**config.mk**
```make
export PLATFORM = sky130hd
export DESIGN_NAME = bcs_boot_config_selector
export DESIGN_NICKNAME = d
export VERILOG_FILES = /design/src/rtl/bcs_pkg.sv /design/src/rtl/bcs_boot_config_selector.sv
export VERILOG_INCLUDE_DIRS = /design/src /design/src/rtl
export SDC_FILE = /design/constraint.sdc
export NUM_CORES = 1
export LEC_CHECK = 0
export ABC_AREA = 1
export ABC_CLOCK_PERIOD_IN_PS = 22200
export BUFFER_PORTS_ARGS = -buffer_cell sky130_fd_sc_hd__buf_2
export CORE_MARGIN = 1.5
export CORE_UTILIZATION = 35
export DETAILED_ROUTE_END_ITERATION = 12
export SETUP_SLACK_MARGIN = 0.2
export SLEW_MARGIN = 20
export SYNTH_ARGS = -nofsm -noshare
export SYNTH_HDL_FRONTEND = slang
export SYNTH_SLANG_ARGS = --single-unit
```
**constraint.sdc**
```tcl
create_clock -name clock -period 22.2 [get_ports clock]
set_input_delay 3.33 -clock clock [delete_from_list [all_inputs] [get_ports clock]]
set_output_delay 3.33 -clock clock [all_outputs]
set_load 0.01 [all_outputs]
```
**src/rtl/bcs_map.svh**
```systemverilog
// Register offsets, field positions, default values and word indices of the boot config selector
`ifndef BCS_MAP_SVH
`define BCS_MAP_SVH
// APB register byte offsets
`define BCS_OFF_STATUS 12'h000
`define BCS_OFF_MASK 12'h004
`define BCS_OFF_RESET_CONTROL_REGISTER 12'h008
`define BCS_OFF_SIG 12'h00c
`define BCS_OFF_CP 12'h010
`define BCS_OFF_CFG0 12'h014
`define BCS_OFF_CFG1 12'h018
`define BCS_OFF_CFG2 12'h01c
`define BCS_OFF_MAP 12'h020
// Reset control register field positions
`define BCS_RESET_CONTROL_REGISTER_ERR_BIT 27
`define BCS_RESET_CONTROL_REGISTER_FAIL_BIT 26
// Status / mask bit positions
`define BCS_ST_DONE 0
`define BCS_ST_ERR 1
`define BCS_ST_FAIL 2
// Word indices inside a bank (primary; alternate adds ALT_OFS)
`define BCS_IDX_SEQ 3'h0
`define BCS_IDX_SIG 3'h1
`define BCS_IDX_CP 3'h2
`define BCS_IDX_CFG0 3'h3
`define BCS_ALT_OFS 4'h8
// Index of the last word loaded from the lower bank
`define BCS_NUM_WORDS 3'h5
// Default configuration values
`define BCS_DEF_WORD 32'hffff_ffff
`endif

```
**src/rtl/bcs_pkg.sv**
```systemverilog
// Types shared by the boot config selector
package bcs_pkg;
    typedef enum logic [2:0] {
        BCS_IDLE = 3'b000,
        BCS_SEQ1 = 3'b001,
        BCS_SEQ2 = 3'b010,
        BCS_CFG = 3'b011,
        BCS_DONE = 3'b100
    } bcs_state_t;
    typedef struct packed {
        bcs_state_t state;
        logic alt;
        logic [2:0] idx;
        logic rdPend;
        logic [15:0] seq1;
        logic [15:0] seq2;
        logic lowerIsSecond;
        logic [5:0][31:0] cfg;
        logic cfgErr;
        logic cfgFail;
        logic [2:0] status;
        logic [2:0] mask;
        logic irq;
        logic flashReq;
        logic [4:0] flashAddr;
        logic flashBank;
        logic pready;
        logic [31:0] prdata;
        logic pslverr;
    } bcs_regs_t;
endpackage

```
**src/rtl/bcs_boot_config_selector.sv**
```systemverilog
// Boot config selector: bank alias choice and configuration load at start-up
//
// Summary of operation
// - Equal or higher first sequence maps first low
// - Strictly higher second sequence swaps the mapping
// - Sequence valid only when complement matches exactly
// - Failed complement check uses the alternate word
// - Load configuration from lower-aliased bank
// - Each sequence and configuration word has alternate
// - Primary uncorrectable error sets flag, uses alternate
// - Both copies bad sets fail flag, defaults
//
// Added by the designer: the register offsets and the APB register port.
`timescale 1ns/1ps
`include "bcs_map.svh"
module bcs_boot_config_selector (
    // Clock and reset
    input wire logic clock,
    input wire logic rst,
    // Boot flash read port
    output logic flashReq,
    output logic flashBank,
    output logic [4:0] flashAddr,
    input wire logic flashAck,
    input wire logic [31:0] flashData,
    input wire logic flashEccUncorr,
    // APB slave
    input wire logic psel,
    input wire logic penable,
    input wire logic pwrite,
    input wire logic [11:0] paddr,
    input wire logic [31:0] pwdata,
    output logic [31:0] prdata,
    output logic pready,
    output logic pslverr,
    // Configuration outputs
    output logic [31:0] deviceSignatureWord,
    output logic [31:0] codeProtectWord,
    output logic [95:0] deviceConfigWords,
    output logic lowerIsSecond,
    output logic bootCfgErrorFlag,
    output logic bootCfgFailFlag,
    output logic loadDone,
    output logic irq
);
    import bcs_pkg::*;

    // ----------------------------------------
    // Helpers
    // ----------------------------------------
    // Sequence is valid only if complement is the exact inverse
    function automatic logic seqValid(input logic [31:0] w);
        return w[31:16] == ~w[15:0];
    endfunction

    // Address of a word, primary or alternate copy
    function automatic logic [4:0] wordAddr(input logic [2:0] i, input logic a);
        return {1'b0, i} + (a ? {1'b0, `BCS_ALT_OFS} : 5'h00);
    endfunction

    // Whole state in one struct; n is the value it takes at the next edge
    bcs_regs_t r, n;
    logic rdFire;
    logic wrFire;
    logic wrTake;
    logic [2:0] evt;
    logic [2:0] wrMask;

    // Mask field of the write data
    assign wrMask = pwdata[2:0];

    // ----------------------------------------
    // Next-state logic
    // ----------------------------------------
    always_comb begin
        n = r;
        evt = 3'b000;
        rdFire = psel && penable && !pwrite && !r.pready;
        wrFire = psel && penable && pwrite && !r.pready;
        // The write itself waits for the edge at which ready is seen high
        wrTake = psel && penable && pwrite && r.pready;
        unique case (r.state)
            BCS_IDLE: begin
                // Sequence words always fetched before any config word
                n.state = BCS_SEQ1;
                n.alt = 1'b0;
                n.flashReq = 1'b1;
                n.flashBank = 1'b0;
                n.flashAddr = wordAddr(`BCS_IDX_SEQ, 1'b0);
            end
            BCS_SEQ1, BCS_SEQ2: begin
                if (flashAck && r.flashReq) begin
                    n.flashReq = 1'b0;
                    if ((flashEccUncorr || !seqValid(flashData)) && !r.alt) begin
                        // Bad primary: retry with the alternate copy
                        n.alt = 1'b1;
                        if (flashEccUncorr) begin
                            n.cfgErr = 1'b1;
                        end
                        n.flashReq = 1'b1;
                        n.flashAddr = wordAddr(`BCS_IDX_SEQ, 1'b1);
                    end else begin
                        // Unusable alternate counts as sequence zero
                        if (r.state == BCS_SEQ1) begin
                            n.seq1 = (flashEccUncorr || !seqValid(flashData)) ?
                                16'h0000 : flashData[15:0];
                            n.state = BCS_SEQ2;
                            n.flashBank = 1'b1;
                        end else begin
                            n.seq2 = (flashEccUncorr || !seqValid(flashData)) ?
                                16'h0000 : flashData[15:0];
                            // Ties keep first bank low second higher swaps
                            n.lowerIsSecond = n.seq2 > r.seq1;
                            n.flashBank = n.seq2 > r.seq1;
                            n.state = BCS_CFG;
                        end
                        if (flashEccUncorr && r.alt) begin
                            n.cfgFail = 1'b1;
                        end
                        n.alt = 1'b0;
                        n.idx = (r.state == BCS_SEQ1) ? `BCS_IDX_SEQ : `BCS_IDX_SIG;
                        n.flashReq = 1'b1;
                        n.flashAddr = wordAddr(n.idx, 1'b0);
                    end
                end
            end
            BCS_CFG: begin
                if (flashAck && r.flashReq) begin
                    n.flashReq = 1'b0;
                    if (flashEccUncorr && !r.alt) begin
                        n.cfgErr = 1'b1;
                        n.alt = 1'b1;
                        n.flashReq = 1'b1;
                        n.flashAddr = wordAddr(r.idx, 1'b1);
                    end else begin
                        if (flashEccUncorr) begin
                            // Both copies bad: default value
                            n.cfgFail = 1'b1;
                            n.cfg[r.idx - 3'h1] = `BCS_DEF_WORD;
                        end else begin
                            n.cfg[r.idx - 3'h1] = flashData;
                        end
                        n.alt = 1'b0;
                        // Last word closes the load and posts the events
                        if (r.idx == `BCS_NUM_WORDS) begin
                            n.state = BCS_DONE;
                            evt[`BCS_ST_DONE] = 1'b1;
                            evt[`BCS_ST_ERR] = n.cfgErr;
                            evt[`BCS_ST_FAIL] = n.cfgFail;
                        end else begin
                            n.idx = r.idx + 3'h1;
                            n.flashReq = 1'b1;
                            n.flashAddr = wordAddr(n.idx, 1'b0);
                        end
                    end
                end
            end
            BCS_DONE: begin
                // Mapping and configuration frozen until reset
                n.state = BCS_DONE;
            end
        endcase
        // Any failure forces the whole default set
        if (evt[`BCS_ST_FAIL]) begin
            for (int k = 0; k < 6; k++) begin
                n.cfg[k] = `BCS_DEF_WORD;
            end
        end

        // ----------------------------------------
        // Register bus
        // ----------------------------------------
        // One wait state: ready follows the first access edge
        n.pready = rdFire || wrFire;
        n.pslverr = 1'b0;
        n.prdata = 32'h0000_0000;
        if (rdFire) begin
            case (paddr)
                `BCS_OFF_STATUS: begin
                    n.prdata = {29'h0, r.status};
                    n.status = 3'b000; // Cleared by read
                end
                `BCS_OFF_MASK: n.prdata = {29'h0, r.mask};
                `BCS_OFF_RESET_CONTROL_REGISTER: begin
                    n.prdata[`BCS_RESET_CONTROL_REGISTER_ERR_BIT] = r.cfgErr;
                    n.prdata[`BCS_RESET_CONTROL_REGISTER_FAIL_BIT] = r.cfgFail;
                end
                `BCS_OFF_SIG: n.prdata = r.cfg[0];
                `BCS_OFF_CP: n.prdata = r.cfg[1];
                `BCS_OFF_CFG0: n.prdata = r.cfg[2];
                `BCS_OFF_CFG1: n.prdata = r.cfg[3];
                `BCS_OFF_CFG2: n.prdata = r.cfg[4];
                `BCS_OFF_MAP: n.prdata = {30'h0, r.state == BCS_DONE, r.lowerIsSecond};
                default: n.pslverr = 1'b1;
            endcase
        end
        // A write to anything but mask or status is refused with an error
        if (wrFire && paddr != `BCS_OFF_MASK && paddr != `BCS_OFF_STATUS) begin
            n.pslverr = 1'b1;
        end
        // Mask changes only at the edge that ends the transfer
        if (wrTake && paddr == `BCS_OFF_MASK) begin
            n.mask = wrMask;
        end
        // Set wins over the read clear
        n.status = n.status | evt;
        n.irq = |(n.status & n.mask);
    end

    // ----------------------------------------
    // State register
    // ----------------------------------------
    always_ff @(posedge clock or posedge rst) begin
        if (rst) begin
            r <= '0;
        end else begin
            r <= n;
        end
    end

    // Outputs straight from flops
    assign flashReq = r.flashReq;
    assign flashBank = r.flashBank;
    assign flashAddr = r.flashAddr;
    assign prdata = r.prdata;
    assign pready = r.pready;
    assign pslverr = r.pslverr;
    assign deviceSignatureWord = r.cfg[0];
    assign codeProtectWord = r.cfg[1];
    assign deviceConfigWords = {r.cfg[4], r.cfg[3], r.cfg[2]};
    assign lowerIsSecond = r.lowerIsSecond;
    assign bootCfgErrorFlag = r.cfgErr;
    assign bootCfgFailFlag = r.cfgFail;
    assign loadDone = r.state[2]; // Only the done code has its top bit set
    assign irq = r.irq;
endmodule

```
==> results.md <==
- Status: finished clean
- GRT overflow: 0
- TNS Setup: 0 ps
- Yosys warns: 0
- Avg Cell Area, Syn: 7.875 sq um
- Multi-input gate area: 5464 sq um
- Cell count after synthesis: 1,798
- #FFs+latches synth: 233
- Slew Viols, Final: 0
- Netlist area before placement: 14,160 sq um
- Final setup skew: 16.80 ps
- CTS buffer count: 28
- Post-synthesis mux area share: 0
- Routability Congestion: 0.8994
- Clock tree sinks: 233
- Final period util: 0.2796
- Worst slew margin: 0.2427
- Critical path's most frequent cell: nand2_1
- Mapped Nets: 1,900
- DRT antenna net count: 0
- NetSw: 0.2289 mW
- Final worst slack: 15,990 ps
- CP max stage delay: 710 ps
- WL per Instance: 20.92 um
- Hold_buf cts: 0
- Int Pwr: 0.7265 mW
- Worst Max-Slew Pin Slew: 1136 ps
- Combinational Power Share: 0.056
- R2r setup slk: 18,340 ps
- Synth Area in Simple Gates: 0.1474
- Ys flop type: dfrtp_1
- WP data required: 22,640 ps
- Largest vdd supply drop: 0.04619 mV
- Core area: 39,820 sq um
- Clock group share of total power: 0.499
- Final hold vios: 0
- RR Endpoint: deviceConfigWords[41]$_DFFE_PP0P_
- Share of layout cells above drive strength 1: 0.1898
- PostCTS Resize Cnt: 0
- Antenna cells: 0
- Async SR Flop Fraction: 1.000
- Io pins: 289
- CTS root buffer: clkbuf_16
- Register area: 5831 sq um
- Sequential share of power: 0.445
- Sw frac: 0.2396
- Hold depth: 2
- Post-route DRC: 0
- DR iter-0 viols: 1,025
- Number of synthesized flops with an enable pin: 0
- Final WL: 49.22 mm
- Compound-gate portion of the synthesized area: 0.2163
- Avg Vias per Cell: 5.354
- Final Hold Slack: 486.5 ps
- Post-CTS Setup Bufs: 0
- GR Util All Layers: 0.2326
- Layout area overhead: 8.103%
- R2r worst-path depth: 8
- Max_cap viols: 0
- Critical path type: in -> reg
- CP arrival: 6640 ps
- Worst min-delay path startpoint: r[261]$_DFFE_PP0P_
- Initial antenna violation count: 0
- Die Height: 204.1 um
- Fin crit period: 6206 ps
- Starting density of the core: 0.3556
- CTS tree: yes
- Post-DP HPWL: 32.22 mm
- Clock transition at the registers of the reported paths: 60 ps
- Max Clk Rate: 161.1 MHz
- Worst r2r src: r[276]$_DFFE_PP0P_
- CTS Buffer Depth: 3
- Pleak: 7.414 nW
- Largest net degree at the start of global routing: 100
- Post-synthesis sequential area ratio: 0.4118
- DR pass1 iterations: 5
- Vias in the first global route: 12,034
- Clock latency on the worst-skew pair: 560 ps
- Layout fillers: 4,170
- Post-synthesis adder-cell area fraction: 0.01679
- Chip width: 204.1 um
- Nature of the critical path startpoint: input port
- Hold crit path type: reg -> reg
- Largest family of logic cells by synthesized area: compound AO/OA/AOI/OAI gates
- Crit-path max FO: 37
- Vias: 12,597
- Pwr dens: 62.42 nW/um^2
- CP Cell Sequence: buf_2 > nor2_1 > o21ai_0 > nor2_1 > nand3_1 > nor2_2 > nand2_1 > inv_1 > ha_1 > a21oi_1 > nor2_1 > nor2_1 > nand2_1 > nand2_1 > nand2_1 > nand2_1 > inv_1 > nand2_1 > o21ai_0
- Hold Path End: r[261]$_DFFE_PP0P_
- Crit path capture type: register
- Global-route wire length before repair: 73.56 mm
- CP max stage cell: nor2_1
- Final nets: 1,908
- H-tree levels: 1
- Die area: 41,670 sq um
- Final setup viols: 0
- Setup repair after global routing missed its margin: false
- Post-Synth XOR/XNOR Area: 0.003711
- Synth cell types: 33
- Port bufs: 258
- Setup slack at placement: 15,380 ps
- Row cnt: 73
-- kinds of logic (layout without fill, tap and decap cells) --
group / count (synthesis) / after routing
AO/OA/AOI/OAI: 471 / 471
buffers and inverters: 547 / 577
adder cells (fa/ha/maj): 19 / 19
other: 1 / 1
AND/OR/NAND/NOR: 521 / 521
XOR/XNOR: 6 / 6
flip-flops: 233 / 233
-- Yosys cell counts (2+ instances only) --
cell type | n | share of area
buf_4 | 213 | 0.11
o221ai_1 | 161 | 0.10
o21ai_1 | 99 | 0.035
buf_2 | 26 | 0.0092
buf_1 | 3 | 0.00080
nand3b_1 | 3 | 0.0016
inv_2 | 9 | 0.0024
nand2_2 | 2 | 0.00088
or2_2 | 3 | 0.0013
o22ai_1 | 67 | 0.030
nor2_8 | 2 | 0.0028
inv_1 | 237 | 0.063
nor2_1 | 115 | 0.030
nand4_1 | 4 | 0.0018
a21oi_1 | 40 | 0.014
nand2_1 | 353 | 0.094
o21ai_0 | 98 | 0.035
xor2_1 | 5 | 0.0031
clkbuf_1 | 59 | 0.016
o2111ai_1 | 2 | 0.0012
dfrtp_1 | 233 | 0.41
nor3_1 | 5 | 0.0018
ha_1 | 19 | 0.017
nand3_1 | 31 | 0.011
-- layout by cell type, fill, tap and decap left out, drive strengths merged --
cell type,synthesis,routed
nand3,32,32
nand3b,3,3
nor3b,1,1
xor2,5,5
nand2,355,355
inv,246,245
or2,3,3
clkinv,0,6
bufinv,0,2
nor2,118,118
o2111ai,2,2
a31oi,1,1
conb,1,1
o21ai,197,197
o22ai,67,67
nor3,5,5
clkbuf,59,43
a21o,1,1
dfrtp,233,233
o221ai,161,161
nand4,4,4
clkinvlp,0,2
buf,242,279
o32ai,1,1
xnor2,1,1
a21oi,40,40
a211oi,1,1
ha,19,19
-- cell type report --
class / count / share of cell area
Clock buffer: 43 / 0.05542
Tap cell: 525 / 0.04291
Inverter: 246 / 0.06106
Timing Repair Buffer: 279 / 0.09621
Clock inverter: 9 / 0.006539
Sequential cell: 233 / 0.3809
Multi-Input combinational cell: 1018 / 0.3570
-- power groups by stage --
stage / Sequential, mW / Combinational, mW / Clock, mW
2_1_floorplan: 0.433 / 0.0321 / 0
3_3_place_gp: 0.433 / 0.0529 / 0
3_5_place_dp: 0.433 / 0.0534 / 0
4_1_cts: 0.425 / 0.0535 / 0.488
5_1_grt: 0.425 / 0.0592 / 0.503
6_report: 0.425 / 0.0535 / 0.477
-- per-layer routing --
layer,track usage,part of all wire,vias up
li1,-,-,5876
met1,0.3083,0.43,6146
met2,0.3793,0.46,494
met3,0.03779,0.071,81
met4,0.08955,0.036,0
met5,0,0,-
-- worst max-delay path by stage --
stage / startpoint / endpoint / slack, ps / depth (start not counted)
floorplan: rst / bootCfgErrorFlag$_DFFE_PP0P_ / 12480 / 1
global placement: flashEccUncorr / flashBank$_DFFE_PP0P_ / 15390 / 19
detailed placement: flashEccUncorr / lowerIsSecond$_DFFE_PP0P_ / 15380 / 19
CTS: flashEccUncorr / lowerIsSecond$_DFFE_PP0P_ / 15970 / 19
global route: flashEccUncorr / lowerIsSecond$_DFFE_PP0P_ / 15680 / 17
finish: flashEccUncorr / lowerIsSecond$_DFFE_PP0P_ / 15990 / 19
-- state kept, by name, summed over array words and instances, names as in the netlist --
register             cells
prdata                  32
loadDone                 1
lowerIsSecond            1
flashBank                1
flashReq                 1
bootCfgFailFlag          1
deviceConfigWords       96
deviceSignatureWord     32
irq                      1
pready                   1
r                       28
bootCfgErrorFlag         1
flashAddr                4
codeProtectWord         32
pslverr                  1
-- critical path, delay by kind of cell --
kind	cells	cell delay, ps
AND/OR/NAND/NOR	12	2130
buffers and inverters	3	500
AO/OA/AOI/OAI	3	420
adder cells (fa/ha/maj)	1	240
-- through the flow --
stage	total power, mW	util	cell area, sq um	cells
after global placement	0.4857	0.3596	14320	2299
after CTS	0.9668	0.3834	15270	2351
final	0.9555	0.3844	15310	2353
after detailed placement	0.4862	0.3596	14320	2299
after global routing	0.9874	0.3844	15310	2353
after floorplan	0.4652	-	14160	1798
Power figures use the tool's default switching activity.
